<file path="src/pwmt_regs.svh">
// register map, field positions and reset values of the pwm timer
// assumes a 32-bit axi4-lite slave, one register per aligned word
`ifndef PWMT_REGS_SVH
`define PWMT_REGS_SVH
`define PWMT_OFF_CNT_LO   5'h00
`define PWMT_OFF_CNT_HI   5'h04
`define PWMT_OFF_CMP_LO   5'h08
`define PWMT_OFF_CMP_HI   5'h0C
`define PWMT_OFF_MODE     5'h10
`define PWMT_OFF_STATUS   5'h14
`define PWMT_MODE_RUN_BIT   0
`define PWMT_MODE_LATCH_BIT 1
`define PWMT_MODE_SEL_LSB   2
`define PWMT_MODE_SRC_LSB   4
`define PWMT_CNT_RST      16'hFFFF
`define PWMT_CMP_RST      16'h0000
`define PWMT_MODE_RST     8'h00
`endif

</file>
<file path="src/pwmt_pkg.sv">
// types shared by the pwm timer modules
// assumes pwmt_regs.svh supplies the register offsets, field positions and reset values; the mode codes are defined here
package pwmt_pkg;
  typedef enum logic [1:0]
  {
    PWMT_TIMER = 2'b00,
    PWMT_PULSE = 2'b01,
    PWMT_GATED = 2'b10,
    PWMT_PWM   = 2'b11
  } pwmt_mode_t;
endpackage

</file>
<file path="src/pwmt_core_if.sv">
// carrier between the register slave and the counter core
// assumes one clock; strobes are single-cycle pulses
interface pwmt_core_if;
  logic        load_stb;
  logic [15:0] load_val;
  logic        latch_only;
  logic        run;
  logic [1:0]  src_sel;
  logic [15:0] cmp_val;
  logic [1:0]  mode;
  logic [15:0] count;
  logic        uflow;
  logic        wave;
  modport regs (output load_stb, load_val, latch_only, run, src_sel, cmp_val, mode,
                input count, uflow, wave);
  modport core (input load_stb, load_val, latch_only, run, src_sel, cmp_val, mode,
                output count, uflow, wave);
endinterface

</file>
<file path="src/pwmt_core.sv">
// down counter, reload latch, prescaler and waveform generation
// assumes the register side delivers one-cycle load strobes
`include "pwmt_regs.svh"
module pwmt_core
  import pwmt_pkg::*;
(
  input  wire logic core_clk_i,
  input  wire logic rst_n_i,
  input  wire logic clk_en_i,
  pwmt_core_if.core cif
);
  logic [15:0] cnt_q, cnt_d, rld_q, rld_d, cmp_act_q, cmp_act_d;
  logic [6:0]  pre_q, pre_d;
  logic        wave_q, wave_d, uf_q, uf_d, tick;

  // count source: system clock divided by 1, 8, 32 or 128
  always_comb
  begin
    case (cif.src_sel)
      2'b00:   tick = 1'b1;
      2'b01:   tick = (pre_q[2:0] == 3'h7);
      2'b10:   tick = (pre_q[4:0] == 5'h1F);
      default: tick = (pre_q == 7'h7F);
    endcase
    pre_d = cif.run ? pre_q + 7'h01 : 7'h00;
  end

  // counter and waveform next state
  always_comb
  begin
    cnt_d     = cnt_q;
    rld_d     = rld_q;
    cmp_act_d = cmp_act_q;
    wave_d    = wave_q;
    uf_d      = 1'b0;
    if (cif.run && tick)
    begin
      if (cnt_q == 16'h0000)
      begin
        cnt_d     = rld_q;
        uf_d      = 1'b1;
        cmp_act_d = cif.cmp_val; // compare and period switch together
        if (cif.mode == PWMT_PULSE)
          wave_d = ~wave_q;
        else if (cif.mode[1])
          wave_d = 1'b1;    // no trigger, no dummy pulse, kills ignored
      end
      else
      begin
        cnt_d = cnt_q - 16'h0001;
        if (cif.mode[1] && (cnt_q - 16'h0001) == cmp_act_q)
          wave_d = 1'b0;    // high phase length from compare
      end
    end
    // a latch-only load racing an underflow may leave the new value unseen
    if (cif.load_stb)
    begin
      rld_d = cif.load_val;
      if (!cif.latch_only)
      begin
        cnt_d     = cif.load_val; // counter and latch together
        cmp_act_d = cif.cmp_val;
      end
    end
  end

  always_ff @(posedge core_clk_i or negedge rst_n_i)
  begin
    if (!rst_n_i)
    begin
      cnt_q     <= `PWMT_CNT_RST;
      rld_q     <= `PWMT_CNT_RST;
      cmp_act_q <= `PWMT_CMP_RST;
      pre_q     <= 7'h00;
      wave_q    <= 1'b0;
      uf_q      <= 1'b0;
    end
    else if (clk_en_i)
    begin
      cnt_q     <= cnt_d;
      rld_q     <= rld_d;
      cmp_act_q <= cmp_act_d;
      pre_q     <= pre_d;
      wave_q    <= wave_d;
      uf_q      <= uf_d;
    end
  end

  assign cif.count = cnt_q;
  assign cif.uflow = uf_q;
  assign cif.wave  = wave_q;
endmodule

</file>
<file path="src/pwmt_top.sv">
// 16-bit down-counting pwm timer with axi4-lite register access
// assumes one clock, software keeping the write and read orders below
// Summary of operation
// - pwm mode: no dummy, trigger, kill inputs
// - period from counter, high from compare
// - latch-only write reloads at next underflow
// - otherwise write loads counter and latch
// - latch-only high write near underflow races
// - new compare and period at underflow
// - count down, underflow reloads from latch
// - underflow sets interrupt request bit
// - output high at each underflow in gated and pwm modes
// - output low on compare match in gated and pwm modes
//
// The implementer's own choices: the placing of the registers and the AXI4-Lite interface to the registers.
`include "pwmt_regs.svh"
module pwmt_top
  import pwmt_pkg::*;
(
  input  wire logic        core_clk_i,
  input  wire logic        rst_n_i,
  input  wire logic        clk_en_i,
  input  wire logic [4:0]  s_axi_awaddr,
  input  wire logic        s_axi_awvalid,
  output logic             s_axi_awready,
  input  wire logic [31:0] s_axi_wdata,
  input  wire logic [3:0]  s_axi_wstrb,
  input  wire logic        s_axi_wvalid,
  output logic             s_axi_wready,
  output logic [1:0]       s_axi_bresp,
  output logic             s_axi_bvalid,
  input  wire logic        s_axi_bready,
  input  wire logic [4:0]  s_axi_araddr,
  input  wire logic        s_axi_arvalid,
  output logic             s_axi_arready,
  output logic [31:0]      s_axi_rdata,
  output logic [1:0]       s_axi_rresp,
  output logic             s_axi_rvalid,
  input  wire logic        s_axi_rready,
  output logic             waveform_output_pin_o,
  output logic             timer_irq_req_o
);
  pwmt_core_if cif ();

  logic        aw_q, aw_d, w_q, w_d, bv_q, bv_d, rv_q, rv_d;
  logic [4:0]  awa_q, awa_d;
  logic [7:0]  wd_q, wd_d, lo_buf_q, lo_buf_d, rd_lo_q, rd_lo_d, mode_q, mode_d;
  logic [15:0] cmp_q, cmp_d;
  logic [31:0] rdata_q, rdata_d;
  logic        req_q, req_d, wave_q, ld_q, ld_d;
  logic [15:0] ld_val_q, ld_val_d;
  logic        do_wr, do_rd, wr_err, rd_err;

  // is this word offset one of ours
  function automatic logic pwmt_mapped(input logic [4:0] a);
    pwmt_mapped = (a[1:0] == 2'b00) && (a <= `PWMT_OFF_STATUS);
  endfunction

  // axi channel acceptance; address and data taken in either order
  always_comb
  begin
    aw_d  = aw_q;
    w_d   = w_q;
    awa_d = awa_q;
    wd_d  = wd_q;
    bv_d  = bv_q;
    if (s_axi_awvalid && !aw_q && !bv_q)
    begin
      aw_d  = 1'b1;
      awa_d = s_axi_awaddr;
    end
    if (s_axi_wvalid && !w_q && !bv_q)
    begin
      w_d  = 1'b1;
      wd_d = s_axi_wstrb[0] ? s_axi_wdata[7:0] : 8'h00;
    end
    do_wr  = aw_q && w_q && !bv_q;
    wr_err = !pwmt_mapped(awa_q) || awa_q == `PWMT_OFF_STATUS;
    if (do_wr)
    begin
      aw_d = 1'b0;
      w_d  = 1'b0;
      bv_d = 1'b1;
    end
    if (bv_q && s_axi_bready)
      bv_d = 1'b0;
  end

  // register writes; counter bytes commit as one 16-bit load
  always_comb
  begin
    lo_buf_d = lo_buf_q;
    cmp_d    = cmp_q;
    mode_d   = mode_q;
    ld_d     = 1'b0;
    ld_val_d = ld_val_q;
    if (do_wr && !wr_err)
    begin
      case (awa_q)
        `PWMT_OFF_CNT_LO: lo_buf_d = wd_q; // held until high byte
        `PWMT_OFF_CNT_HI:
        begin
          ld_d     = 1'b1;                 // single commit point
          ld_val_d = {wd_q, lo_buf_q};
        end
        `PWMT_OFF_CMP_LO: cmp_d[7:0]  = wd_q;
        `PWMT_OFF_CMP_HI: cmp_d[15:8] = wd_q;
        `PWMT_OFF_MODE:   mode_d      = wd_q;
        default:          mode_d      = mode_q;
      endcase
    end
  end

  // read channel; high byte read snapshots the low byte
  always_comb
  begin
    rv_d    = rv_q;
    rdata_d = rdata_q;
    rd_lo_d = rd_lo_q;
    do_rd   = s_axi_arvalid && !rv_q;
    rd_err  = !pwmt_mapped(s_axi_araddr);
    if (do_rd)
    begin
      rv_d = 1'b1;
      case (s_axi_araddr)
        `PWMT_OFF_CNT_LO: rdata_d = {24'h000000, rd_lo_q};
        `PWMT_OFF_CNT_HI:
        begin
          rdata_d = {24'h000000, cif.count[15:8]};
          rd_lo_d = cif.count[7:0];        // coherent low byte
        end
        `PWMT_OFF_CMP_LO: rdata_d = {24'h000000, cmp_q[7:0]};
        `PWMT_OFF_CMP_HI: rdata_d = {24'h000000, cmp_q[15:8]};
        `PWMT_OFF_MODE:   rdata_d = {24'h000000, mode_q};
        `PWMT_OFF_STATUS: rdata_d = {30'h00000000, req_q, cif.wave};
        default:          rdata_d = 32'h00000000;
      endcase
    end
    else if (rv_q && s_axi_rready)
      rv_d = 1'b0;
  end

  // request bit: underflow sets it; a status write is refused, so only reset clears it
  always_comb
  begin
    req_d = req_q;
    if (cif.uflow)
      req_d = 1'b1;
  end

  always_ff @(posedge core_clk_i or negedge rst_n_i)
  begin
    if (!rst_n_i)
    begin
      aw_q     <= 1'b0;
      w_q      <= 1'b0;
      awa_q    <= 5'h00;
      wd_q     <= 8'h00;
      bv_q     <= 1'b0;
      rv_q     <= 1'b0;
      rdata_q  <= 32'h00000000;
      rd_lo_q  <= 8'h00;
      lo_buf_q <= 8'h00;
      cmp_q    <= `PWMT_CMP_RST;
      mode_q   <= `PWMT_MODE_RST;
      req_q    <= 1'b0;
      wave_q   <= 1'b0;
      ld_q     <= 1'b0;
      ld_val_q <= 16'h0000;
    end
    else if (clk_en_i)
    begin
      aw_q     <= aw_d;
      w_q      <= w_d;
      awa_q    <= awa_d;
      wd_q     <= wd_d;
      bv_q     <= bv_d;
      rv_q     <= rv_d;
      rdata_q  <= rdata_d;
      rd_lo_q  <= rd_lo_d;
      lo_buf_q <= lo_buf_d;
      cmp_q    <= cmp_d;
      mode_q   <= mode_d;
      req_q    <= req_d;
      wave_q   <= cif.wave;
      ld_q     <= ld_d;
      ld_val_q <= ld_val_d;
    end
  end

  // error answers are registered with the flag that caused them; readies are
  // registered from the next state so that every bus output leaves a flop
  logic bresp_err_q, rresp_err_q, aw_rdy_q, w_rdy_q, ar_rdy_q;
  always_ff @(posedge core_clk_i or negedge rst_n_i)
  begin
    if (!rst_n_i)
    begin
      bresp_err_q <= 1'b0;
      rresp_err_q <= 1'b0;
      aw_rdy_q    <= 1'b1;
      w_rdy_q     <= 1'b1;
      ar_rdy_q    <= 1'b1;
    end
    else if (clk_en_i)
    begin
      aw_rdy_q <= !aw_d && !bv_d;
      w_rdy_q  <= !w_d && !bv_d;
      ar_rdy_q <= !rv_d;
      if (do_wr)
        bresp_err_q <= wr_err;
      if (do_rd)
        rresp_err_q <= rd_err;
    end
  end

  assign s_axi_awready         = aw_rdy_q;
  assign s_axi_wready          = w_rdy_q;
  assign s_axi_bvalid          = bv_q;
  assign s_axi_bresp           = {bresp_err_q, 1'b0};
  assign s_axi_arready         = ar_rdy_q;
  assign s_axi_rvalid          = rv_q;
  assign s_axi_rdata           = rdata_q;
  assign s_axi_rresp           = {rresp_err_q, 1'b0};
  assign waveform_output_pin_o = wave_q;
  assign timer_irq_req_o       = req_q;

  // mode fields steer the core; latch-only and stop are software's duty
  assign cif.load_stb   = ld_q;
  assign cif.load_val   = ld_val_q;
  assign cif.run        = mode_q[`PWMT_MODE_RUN_BIT];
  assign cif.latch_only = mode_q[`PWMT_MODE_LATCH_BIT];
  assign cif.mode       = mode_q[`PWMT_MODE_SEL_LSB +: 2];
  assign cif.src_sel    = mode_q[`PWMT_MODE_SRC_LSB +: 2];
  assign cif.cmp_val    = cmp_q;

  pwmt_core u_core
  (
    .core_clk_i (core_clk_i),
    .rst_n_i    (rst_n_i),
    .clk_en_i   (clk_en_i),
    .cif        (cif)
  );
endmodule

</file>
<file path="config.mk">
export PLATFORM = sky130hd
export DESIGN_NAME = pwmt_top
export DESIGN_NICKNAME = d
export VERILOG_FILES = /design/src/pwmt_pkg.sv /design/src/pwmt_core_if.sv /design/src/pwmt_core.sv /design/src/pwmt_top.sv
export VERILOG_INCLUDE_DIRS = /design/src
export SDC_FILE = /design/constraint.sdc
export NUM_CORES = 1
export LEC_CHECK = 0
export BUFFER_PORTS_ARGS = -buffer_cell sky130_fd_sc_hd__buf_4
export CELL_PAD_IN_SITES_DETAIL_PLACEMENT = 1
export CELL_PAD_IN_SITES_GLOBAL_PLACEMENT = 1
export CORE_MARGIN = 3
export CORE_UTILIZATION = 46
export DETAILED_ROUTE_END_ITERATION = 7
export PLACE_DENSITY = 0.87
export SLEW_MARGIN = 40
export SYNTH_ARGS = -nofsm -noshare
export SYNTH_HDL_FRONTEND = slang
export SYNTH_SLANG_ARGS = --single-unit
</file>
<file path="constraint.sdc">
create_clock -name core_clk_i -period 2.9 [get_ports core_clk_i]
set_clock_uncertainty 0.05 [all_clocks]
set_input_delay 0.58 -clock core_clk_i [delete_from_list [all_inputs] [get_ports core_clk_i]]
set_output_delay 0.58 -clock core_clk_i [all_outputs]
set_load 0.005 [all_outputs]
</file>
Yosys cells after proc, flatten, opt, wreduce, memory -nomap -nowiden
Cells that the tools add are included.
Operators by class
  bitwise operators: 1
  eq/ne operators: 18
  mux-type cells: 28
  magnitude comparators: 2
  add/sub/neg operators: 2
  reduce and logical (&&, ||, !) cells: 48
Operators with widths (number)
  16-bit 2-to-1 mux: 8
  8-bit case mux with 6 select lines: 1
  5-bit == test, second input constant: 5
  5-bit by 4-bit == test with 1-bit output, second input constant: 4
  3-bit AND reduction: 6
  16-bit == test: 1
  1-bit logical AND: 16
  16-bit zero test: 1
  1-bit 2-to-1 mux: 16
  16-bit by 1-bit subtractor with 16-bit output, second input constant: 1
  2-bit AND reduction: 6
  1-bit zero test: 11
  5-bit by 3-bit == test with 1-bit output, second input constant: 2
  5-bit <= comparator, second input constant: 2
  5-bit zero test: 2
  8-bit 2-to-1 mux: 1
  7-bit by 1-bit adder with 7-bit output, second input constant: 1
  7-bit == test, second input constant: 1
  7-bit 2-to-1 mux: 1
  2-bit zero test: 3
  2-bit by 1-bit == test with 1-bit output, second input constant: 2
  4-bit AND reduction: 1
  3-bit == test, second input constant: 1
  3-bit inequality test, second input constant: 1
  other kinds (5): 5
Word-level totals
  word-level logic and storage cells: 126
  register bits: 170
  bits of input ports: 54

Longest topological paths before layout
Gate-level depths: netlist of run 1.
  depth after elaboration: 7
  gate-level depth with buffers: 11
  mapped depth without buffers: 10

Cells and area by module
From an unflattened synthesis of run 1, not the netlist that was laid out.
Unflattened totals
  cell total of the unflattened synthesis: 693
  area total of the unflattened synthesis: 7472.2 µm²
Modules (own cells, without submodules)
  pwmt_top: area an instance 4022.6 µm², instances 1, cells each 321, sequential area each 2230.9 µm²
  pwmt_core: area an instance 3449.6 µm², instances 1, cells each 372, sequential area each 1466.4 µm²

Worst setup path before layout of run 1
Ideal clock, no wire load.
  kind: register -> register
  from: reg u_core.cnt_q[0] (netlist: u_core.cif.count[0])
  to: reg u_core.wave_q (netlist: u_core.cif.wave)
  path buffers: 1
  setup slack: 476 ps
  arrival time: 2241 ps
  setup time: 133 ps
  cell stages (with the launch flop): 10
  cell sequence: dfstp_2 inv_1 ha_1 buf_4 or3b_2 nor3_1 xnor3_1 nor4_1 nor4b_1 a21oi_1
On the way
  cells in the longest elaborated chain, start to end: 5
RTL lines
  start, declared: line pwmt_core.sv:12  | logic [15:0] cnt_q, cnt_d, rld_q, rld_d, cmp_act_q, cmp_act_d;
  start signal, assigned: line pwmt_core.sv:71  | cnt_q <= `PWMT_CNT_RST;
  start signal, assigned: line pwmt_core.sv:80  | cnt_q <= cnt_d;
  16-bit by 1-bit subtractor with 16-bit output: line pwmt_core.sv:51  | if (cif.mode[1] && (cnt_q - 16'h0001) == cmp_act_q)
  16-bit == test: line pwmt_core.sv:51
  1-bit logical AND: line pwmt_core.sv:51
  2-bit nonzero test (no line)
  4-bit AND reduction (no line)
  end signal, assigned: line pwmt_core.sv:84  | wave_q <= wave_d;
  end, declared: line pwmt_core.sv:14  | logic wave_q, wave_d, uf_q, uf_d, tick;
Parallel ways exist; a longest one is shown, timed or not.
A chain may end at the register's enable or synchronous reset.

Worst setup path after layout of run 1
  from: reg u_core.cnt_q[3] (netlist: u_core.cif.count[3])
  to: reg u_core.wave_q (netlist: u_core.cif.wave)
The elaborated chain is that of the path after synthesis.

==> run_results.csv, run 1 <==
group,metric,value,unit
status,outcome,"finished clean",
sta,slew_headroom,46.7,%
synth,postSynthAreaPerCell,11.2,µm²
grt,grt_pass1_wl,34300,µm
detailed_routing,drtAntennaViolNets,0,
synth,synth_edf_count,0,
setup_path,critPathRequiredTime,3.20,ns
synth,synth_top_cells_by_area,"dfrtp_1 (37%), mux2_2 (15%), dfstp_2 (12%)",
synth,synth_top_area_cell,"dfrtp_1",
synth,yosys-top-cells-count,"dfrtp_1 (111), mux2_2 (98), nand2_1 (49), buf_4 (35), dfstp_2 (35)",
sta,hold_violations,0,
detailed_routing,via_per_inst,6.06,
clock_network,h-tree-depth,4,
die,num_rows,45,
setup_path,ff2ff_setup_slack,0.23,ns
synth,yosys.cell_types.count,62,
synth,synth.most_common_cell,"dfrtp_1",
grt,grt_pass1_vias,6143,
sta,setup_violations,0,
detailed_routing,wl,21700,µm
finish,finalInstanceArea,8510,µm²
placed_design,placed_area,7890,µm²
synth,synth_cells,661,
synth,ys_seq_area_share,49.9,%
synth,ys_ff_latch,146,
power_and_ir_drop,vdd_drop_max,0.518,mV
grt,gr-total-overflow,0,
sta,rsz0062_at_grt,"no",
setup_path,critical_path_class,"flop to flop",
finish,fin_util,54.9,%
die,ios,97,
clock_network,cts_buffers,17,
clock_network,clk_pin_slew,0.06,ns
finish,layout.nets,760,
die,fp.dieH,133,µm
synth,yosys.area.top_type_share,37.5,%
synth,ys_async_sr_fraction,100,%
placed_design,dp_hpwl,14600,µm
clock_network,clockBufferDepth,2,
grt,grt_max_degree,62,
placed_design,gp_congestion,0.918,
sta,period_share,92.1,%
setup_path,startpoint_type,"flop",
power_and_ir_drop,pwr-share-seq,45.0,%
grt,antenna_found_initial,0,
detailed_routing,drt-pass1-iter-count,5,
power_and_ir_drop,finalPower,6.92,mW
synth,synthFlopType,"dfrtp_1",
detailed_routing,post_drt_wl_per_cell,23.5,µm
synth,syn_area,7410,µm²
die,die_area,17700,µm²
sta,fin_crit,2.67,ns
die,core_area,15500,µm²
die,start_util,47.9,%
setup_path,r2r-end,"u_core.cif.wave",
finish,diodes,0,
power_and_ir_drop,p_int,4.61,mW
sta,fin_tns_setup,0,ns
power_and_ir_drop,clkPwrFrac,32.4,%
detailed_routing,vias,5598,
detailed_routing,drtIter0Drc,355,
min_path,holdCritPathClass,"input pin to asynchronous set/reset pin",
sta,finalMaxSlewViolations,0,
setup_path,endpoint_kind,"flop",
placed_design,port_buffers,43,
setup_path,crit_fanout,11,
sta,fmax,375,MHz
flow_run,cap_violations,0,
clock_network,cts-hold-fix-buffers,0,
power_and_ir_drop,p_switching,2.31,mW
clock_network,clockRootBuffer,"clkbuf_16",
die,die-width,133,µm
clock_network,cts_sinks,146,
sta,tightest_slew,0.795,ns
detailed_routing,drc,0,
setup_path,reg2regPathDepth,6,
clock_network,cts_tree,"done",
power_and_ir_drop,power_density,813,nW/µm²
setup_path,timing.rr.start,"u_core.cif.count[3]",
clock_network,worstSkewPairLatency,0.43,ns
synth,yosysWarnings,0,
finish,area_delta_synth_final,14.8,%
power_and_ir_drop,switching_share,33.4,%
power_and_ir_drop,cellLeakagePower,3.92,nW
power_and_ir_drop,power_frac_comb,22.6,%
finish,drive_above_1_share,33.9,%
grt,grt_usage,25.0,%
setup_path,cp.arrival,2.97,ns
## cell type report
| class | instances | area [µm²] |
|---|---|---|
| flip-flops and latches | 146 | 3700 |
| well taps | 211 | 264 |
| multi-input cells | 451 | 3360 |
| fillers | 1645 | 6980 |
| repair buffers | 65 | 504 |
| inverters | 20 | 75.1 |
| clock buffers | 21 | 480 |
| clock inverters | 10 | 123 |
## sequential cells by signal, indices dropped and copies added, names as in the netlist, 5 cells and up
signal,flops
s_axi_rdata,8
rd_lo_q,8
u_core.cmp_act_q,16
cif.load_val,16
u_core.cif.count,16
wd_q,8
awa_q,5
u_core.pre_q,7
mode_q,8
u_core.rld_q,16
cif.cmp_val,16
lo_buf_q,8
## worst max-delay path, stage by stage, from the launching register on
cell and delay (ns):
dfstp_2 0.46, nor4_1 0.68, nand4_1 0.28, nor3_1 0.49, xnor3_1 0.31, nor4b_2 0.17
a21oi_1 0.16
## kinds of logic after synthesis
group / share of synthesized area (%)
buffers and inverters: 6.50
AOI/OAI and AO/OA: 13.8
muxes: 15.7
xor gates and xnor gates: 3.27
other: 0.0506
DFF: 49.9
adders and majority gates: 0.844
and+or+nand+nor: 9.99
## what timing repair did
item                       in CTS  in global routing
setup endpoints to repair       0                  1
buffers inserted                0                  0
resized for setup               0                  2
## layout by cell type, fill, tap and decap left out, drive strengths merged, types with 8 or more instances in the layout
| cell type | n |
|---|---|
| dfrtp | 111 |
| mux2 | 98 |
| buf | 65 |
| nand2 | 49 |
| dfstp | 35 |
| a21oi | 34 |
| o21ai | 31 |
| conb | 26 |
| inv | 24 |
| nor2 | 23 |
| clkbuf | 21 |
| nand3 | 19 |
| a22o | 17 |
| xnor2 | 10 |
| xor2 | 10 |
| o22ai | 10 |
| a211oi | 9 |
| and3 | 9 |
| a22oi | 8 |
## through the flow
stage | hold WS [ns] | cells | worst slack, ns
after floorplan | 0.234 | 686 | 0.476
after global placement | 0.410 | 893 | 0.322
after detailed placement | 0.410 | 893 | 0.196
after CTS | 0.0968 | 924 | 0.159
after global routing | 0.120 | 924 | 0.0142
final | 0.0855 | 924 | 0.230
## per-layer routing
metal	track usage (%)	part of all wire, %
met5	0	0
met4	11.0	3.6
met3	5.32	5.8
met2	42.8	51
met1	30.3	40
## power groups by stage
stage                     logic, mW  clock network, mW  registers (mW)
final                          1.56               2.24            3.11
after detailed placement       1.50                  0            3.10
after global routing           1.70               2.37            3.15
after floorplan                1.24                  0            2.75
after CTS                      1.54               2.28            3.09
after global placement         1.42                  0            3.05
## how the worst max path moves through the flow
stage / startpoint / endpoint / slack [ns]
2_1_floorplan: u_core.cif.count[0] / u_core.cif.wave / 0.48
3_3_place_gp: u_core.cif.count[0] / u_core.cif.wave / 0.32
3_5_place_dp: clk_en_i / cif.cmp_val[11] / 0.20
4_1_cts: u_core.cif.count[0] / u_core.cif.wave / 0.16
5_1_grt: u_core.cif.count[3] / u_core.cif.wave / 0.01
6_report: u_core.cif.count[3] / u_core.cif.wave / 0.23
Note: power is estimated with default switching activity, not from simulation.
==> run 2: changes to the inputs <==
--- a/config.mk
+++ b/config.mk
@@ -11,9 +11,11 @@
 export CELL_PAD_IN_SITES_GLOBAL_PLACEMENT = 1
 export CORE_MARGIN = 3
 export CORE_UTILIZATION = 46
+export CTS_CLUSTER_SIZE = 8
 export DETAILED_ROUTE_END_ITERATION = 7
 export PLACE_DENSITY = 0.87
 export SLEW_MARGIN = 40
 export SYNTH_ARGS = -nofsm -noshare
 export SYNTH_HDL_FRONTEND = slang
+export SYNTH_HIERARCHICAL = 1
 export SYNTH_SLANG_ARGS = --single-unit
==> constraint.sdc (replaced) <==
create_clock -name core_clk_i -period 2.9 [get_ports core_clk_i]
set_clock_uncertainty 0.05 [all_clocks]
set_input_delay 0.58 -clock core_clk_i [delete_from_list [all_inputs] [get_ports core_clk_i]]
set_output_delay 0.58 -clock core_clk_i [all_outputs]
set_load 0.05 [all_outputs]
==> run_results.csv, run 2 <==
group,metric,value,unit
synth,syn_area,7470,µm²
finish,layout.nets,801,
setup_path,crit_fanout,16,
setup_path,endpoint_kind,"flop",
clock_network,cts_tree,"done",
die,core_area,15500,µm²
synth,yosys.cell_types.count,64,
synth,synth_top_area_cell,"dfrtp_1",
die,num_rows,45,
synth,yosys-top-cells-count,"dfrtp_1 (111), mux2_2 (91), nor2_1 (54), nand2_1 (51), a21oi_1 (43)",
sta,period_share,95.6,%
status,outcome,"finished clean",
clock_network,worstSkewPairLatency,0.44,ns
detailed_routing,drt-pass1-iter-count,5,
finish,multi_input_area,3420,µm²
sta,fin_crit,2.77,ns
min_path,holdCritPathClass,"input pin to asynchronous set/reset pin",
synth,synthFlopType,"dfrtp_1",
detailed_routing,drtAntennaViolNets,0,
clock_network,clockRootBuffer,"clkbuf_16",
grt,grt_usage,25.3,%
grt,antenna_found_initial,0,
clock_network,clk_pin_slew,0.06,ns
finish,fillers,1697,
synth,postSynthAreaPerCell,10.8,µm²
synth,synth_top_cells_by_area,"dfrtp_1 (37%), mux2_2 (14%), dfstp_2 (12%)",
sta,fin_tns_setup,0,ns
setup_path,reg2regPathDepth,7,
detailed_routing,drc,0,
finish,fin_util,55.5,%
setup_path,cp.arrival,3.02,ns
synth,yosys.area.top_type_share,37.2,%
synth,ys_ff_latch,146,
sta,fin_ws,0.127,ns
clock_network,cts_buffers,17,
finish,final_cell_mix,"dfrtp_1 (111), mux2_2 (91), buf_4 (68), nor2_1 (54), nand2_1 (51)",
sta,fmax,361,MHz
detailed_routing,post_drt_wl_per_cell,22.4,µm
placed_design,placed_area,8010,µm²
synth,ys_seq_area_share,49.5,%
grt,gr-total-overflow,0,
setup_path,r2r-end,"u_core/cmp_act_q[15]",
setup_path,crit_slowest_cell,"or4_4",
sta,tightest_slew,0.790,ns
grt,grt_pass1_vias,6097,
die,ios,97,
die,die-width,133,µm
placed_design,port_buffers,43,
detailed_routing,via_per_inst,5.89,
setup_path,ff2ff_setup_slack,0.13,ns
detailed_routing,wl,21700,µm
power_and_ir_drop,vdd_drop_max,0.648,mV
finish,finalInstanceArea,8630,µm²
setup_path,critPathRequiredTime,3.15,ns
synth,yosysWarnings,6,
sta,rsz0062_at_grt,"no",
die,fp.dieH,133,µm
finish,mostFrequentLayoutCell,"dfrtp_1",
grt,grt_max_degree,75,
synth,synth_edf_count,0,
clock_network,cts_sinks,146,
placed_design,placed_cells,934,
synth,synth_cells,693,
flow_run,cap_violations,0,
placed_design,dp_hpwl,14700,µm
setup_path,critical_path_class,"flop to flop",
setup_path,crit_chain,"or3_4, or4_4, nor4_2, a21oi_1, nor2b_1, buf_12, mux2_1",
detailed_routing,drtIter0Drc,326,
sta,hold_violations,0,
detailed_routing,vias,5686,
sta,hold_slack,0.127,ns
finish,diodes,0,
sta,slew_headroom,47.2,%
grt,grt_pass1_wl,34700,µm
placed_design,pre_cts_slack,0.189,ns
power_and_ir_drop,finalPower,7.87,mW
finish,area_delta_synth_final,15.5,%
setup_path,startpoint_type,"flop",
power_and_ir_drop,cellLeakagePower,3.94,nW
setup_path,max_stage_delay,0.47,ns
clock_network,clockBufferDepth,2,
sta,setup_violations,0,
clock_network,h-tree-depth,4,
die,start_util,48.1,%
power_and_ir_drop,power_density,912,nW/µm²
setup_path,timing.rr.start,"u_core/cif.count[10]",
sta,finalMaxSlewViolations,0,
synth,synth.most_common_cell,"dfrtp_1",
synth,ys_async_sr_fraction,100,%
finish,fin_cells,966,
finish,seq_area,3700,µm²
placed_design,gp_congestion,0.876,
die,die_area,17800,µm²
finish,drive_above_1_share,31.5,%
run 2: area by class of cell:
class / instances / share of cell area [%]
Sequential cell: 146 / 42.8
Clock inverter: 10 / 1.81
Timing Repair Buffer: 71 / 6.51
Tap cell: 211 / 3.06
Clock buffer: 22 / 5.38
Inverter: 19 / 0.826
Multi-Input combinational cell: 487 / 39.6
run 2: where the power goes:
part           internal (mW)  switching (mW)
registers               2.65           0.724
clock network           1.48           0.867
logic                  0.926            1.22
total                   5.05            2.82
run 2: worst max-delay path, delay by kind of cell, from the launching register on:
kind                   cells  cell delay (ns)
muxes                      1             0.36
AOI/OAI and AO/OA          1             0.14
buffers and inverters      1             0.20
DFF                        1             0.38
and+or+nand+nor            4             1.51
run 2: timing repair:
| item | in CTS | in global routing |
|---|---|---|
| gates resized for setup | 0 | 1 |
| setup buffers | 0 | 0 |
| endpoints found under the setup margin | 0 | 1 |
| hold buffers | 0 | 0 |
run 2: per-layer routing:
layer  vias to the layer above  global-route usage (%)  routed length, µm
li1                       2543                       -                  -
met2                       174                    43.5              11000
met4                         0                    7.77                416
met5                         -                       0                  0
met1                      2933                    31.6               9140
met3                        36                    6.00               1080
run 2: worst max-delay path by stage:
stage,start,endpoint,cells past startpoint
CTS,u_core/cif.count[10],u_core/cmp_act_q[15],7
global route,u_core/cif.count[9],u_core/cmp_act_q[15],7
global placement,u_core/cif.count[10],u_core/cmp_act_q[5],7
detailed placement,u_core/cif.count[10],u_core/cmp_act_q[15],7
floorplan,u_core/cif.count[8],u_core/cmp_act_q[10],9
finish,u_core/cif.count[10],u_core/cmp_act_q[15],7
run 2: kinds of logic after synthesis:
group,count (synthesis),share of synthesized area (%)
AO/OA/AOI/OAI,140,11.8
XOR/XNOR,26,3.05
adder cells (fa/ha/maj),5,0.837
buffers and inverters,85,6.16
flip-flops,146,49.5
multiplexers,106,15.9
other,1,0.0502
AND/OR/NAND/NOR,184,12.7
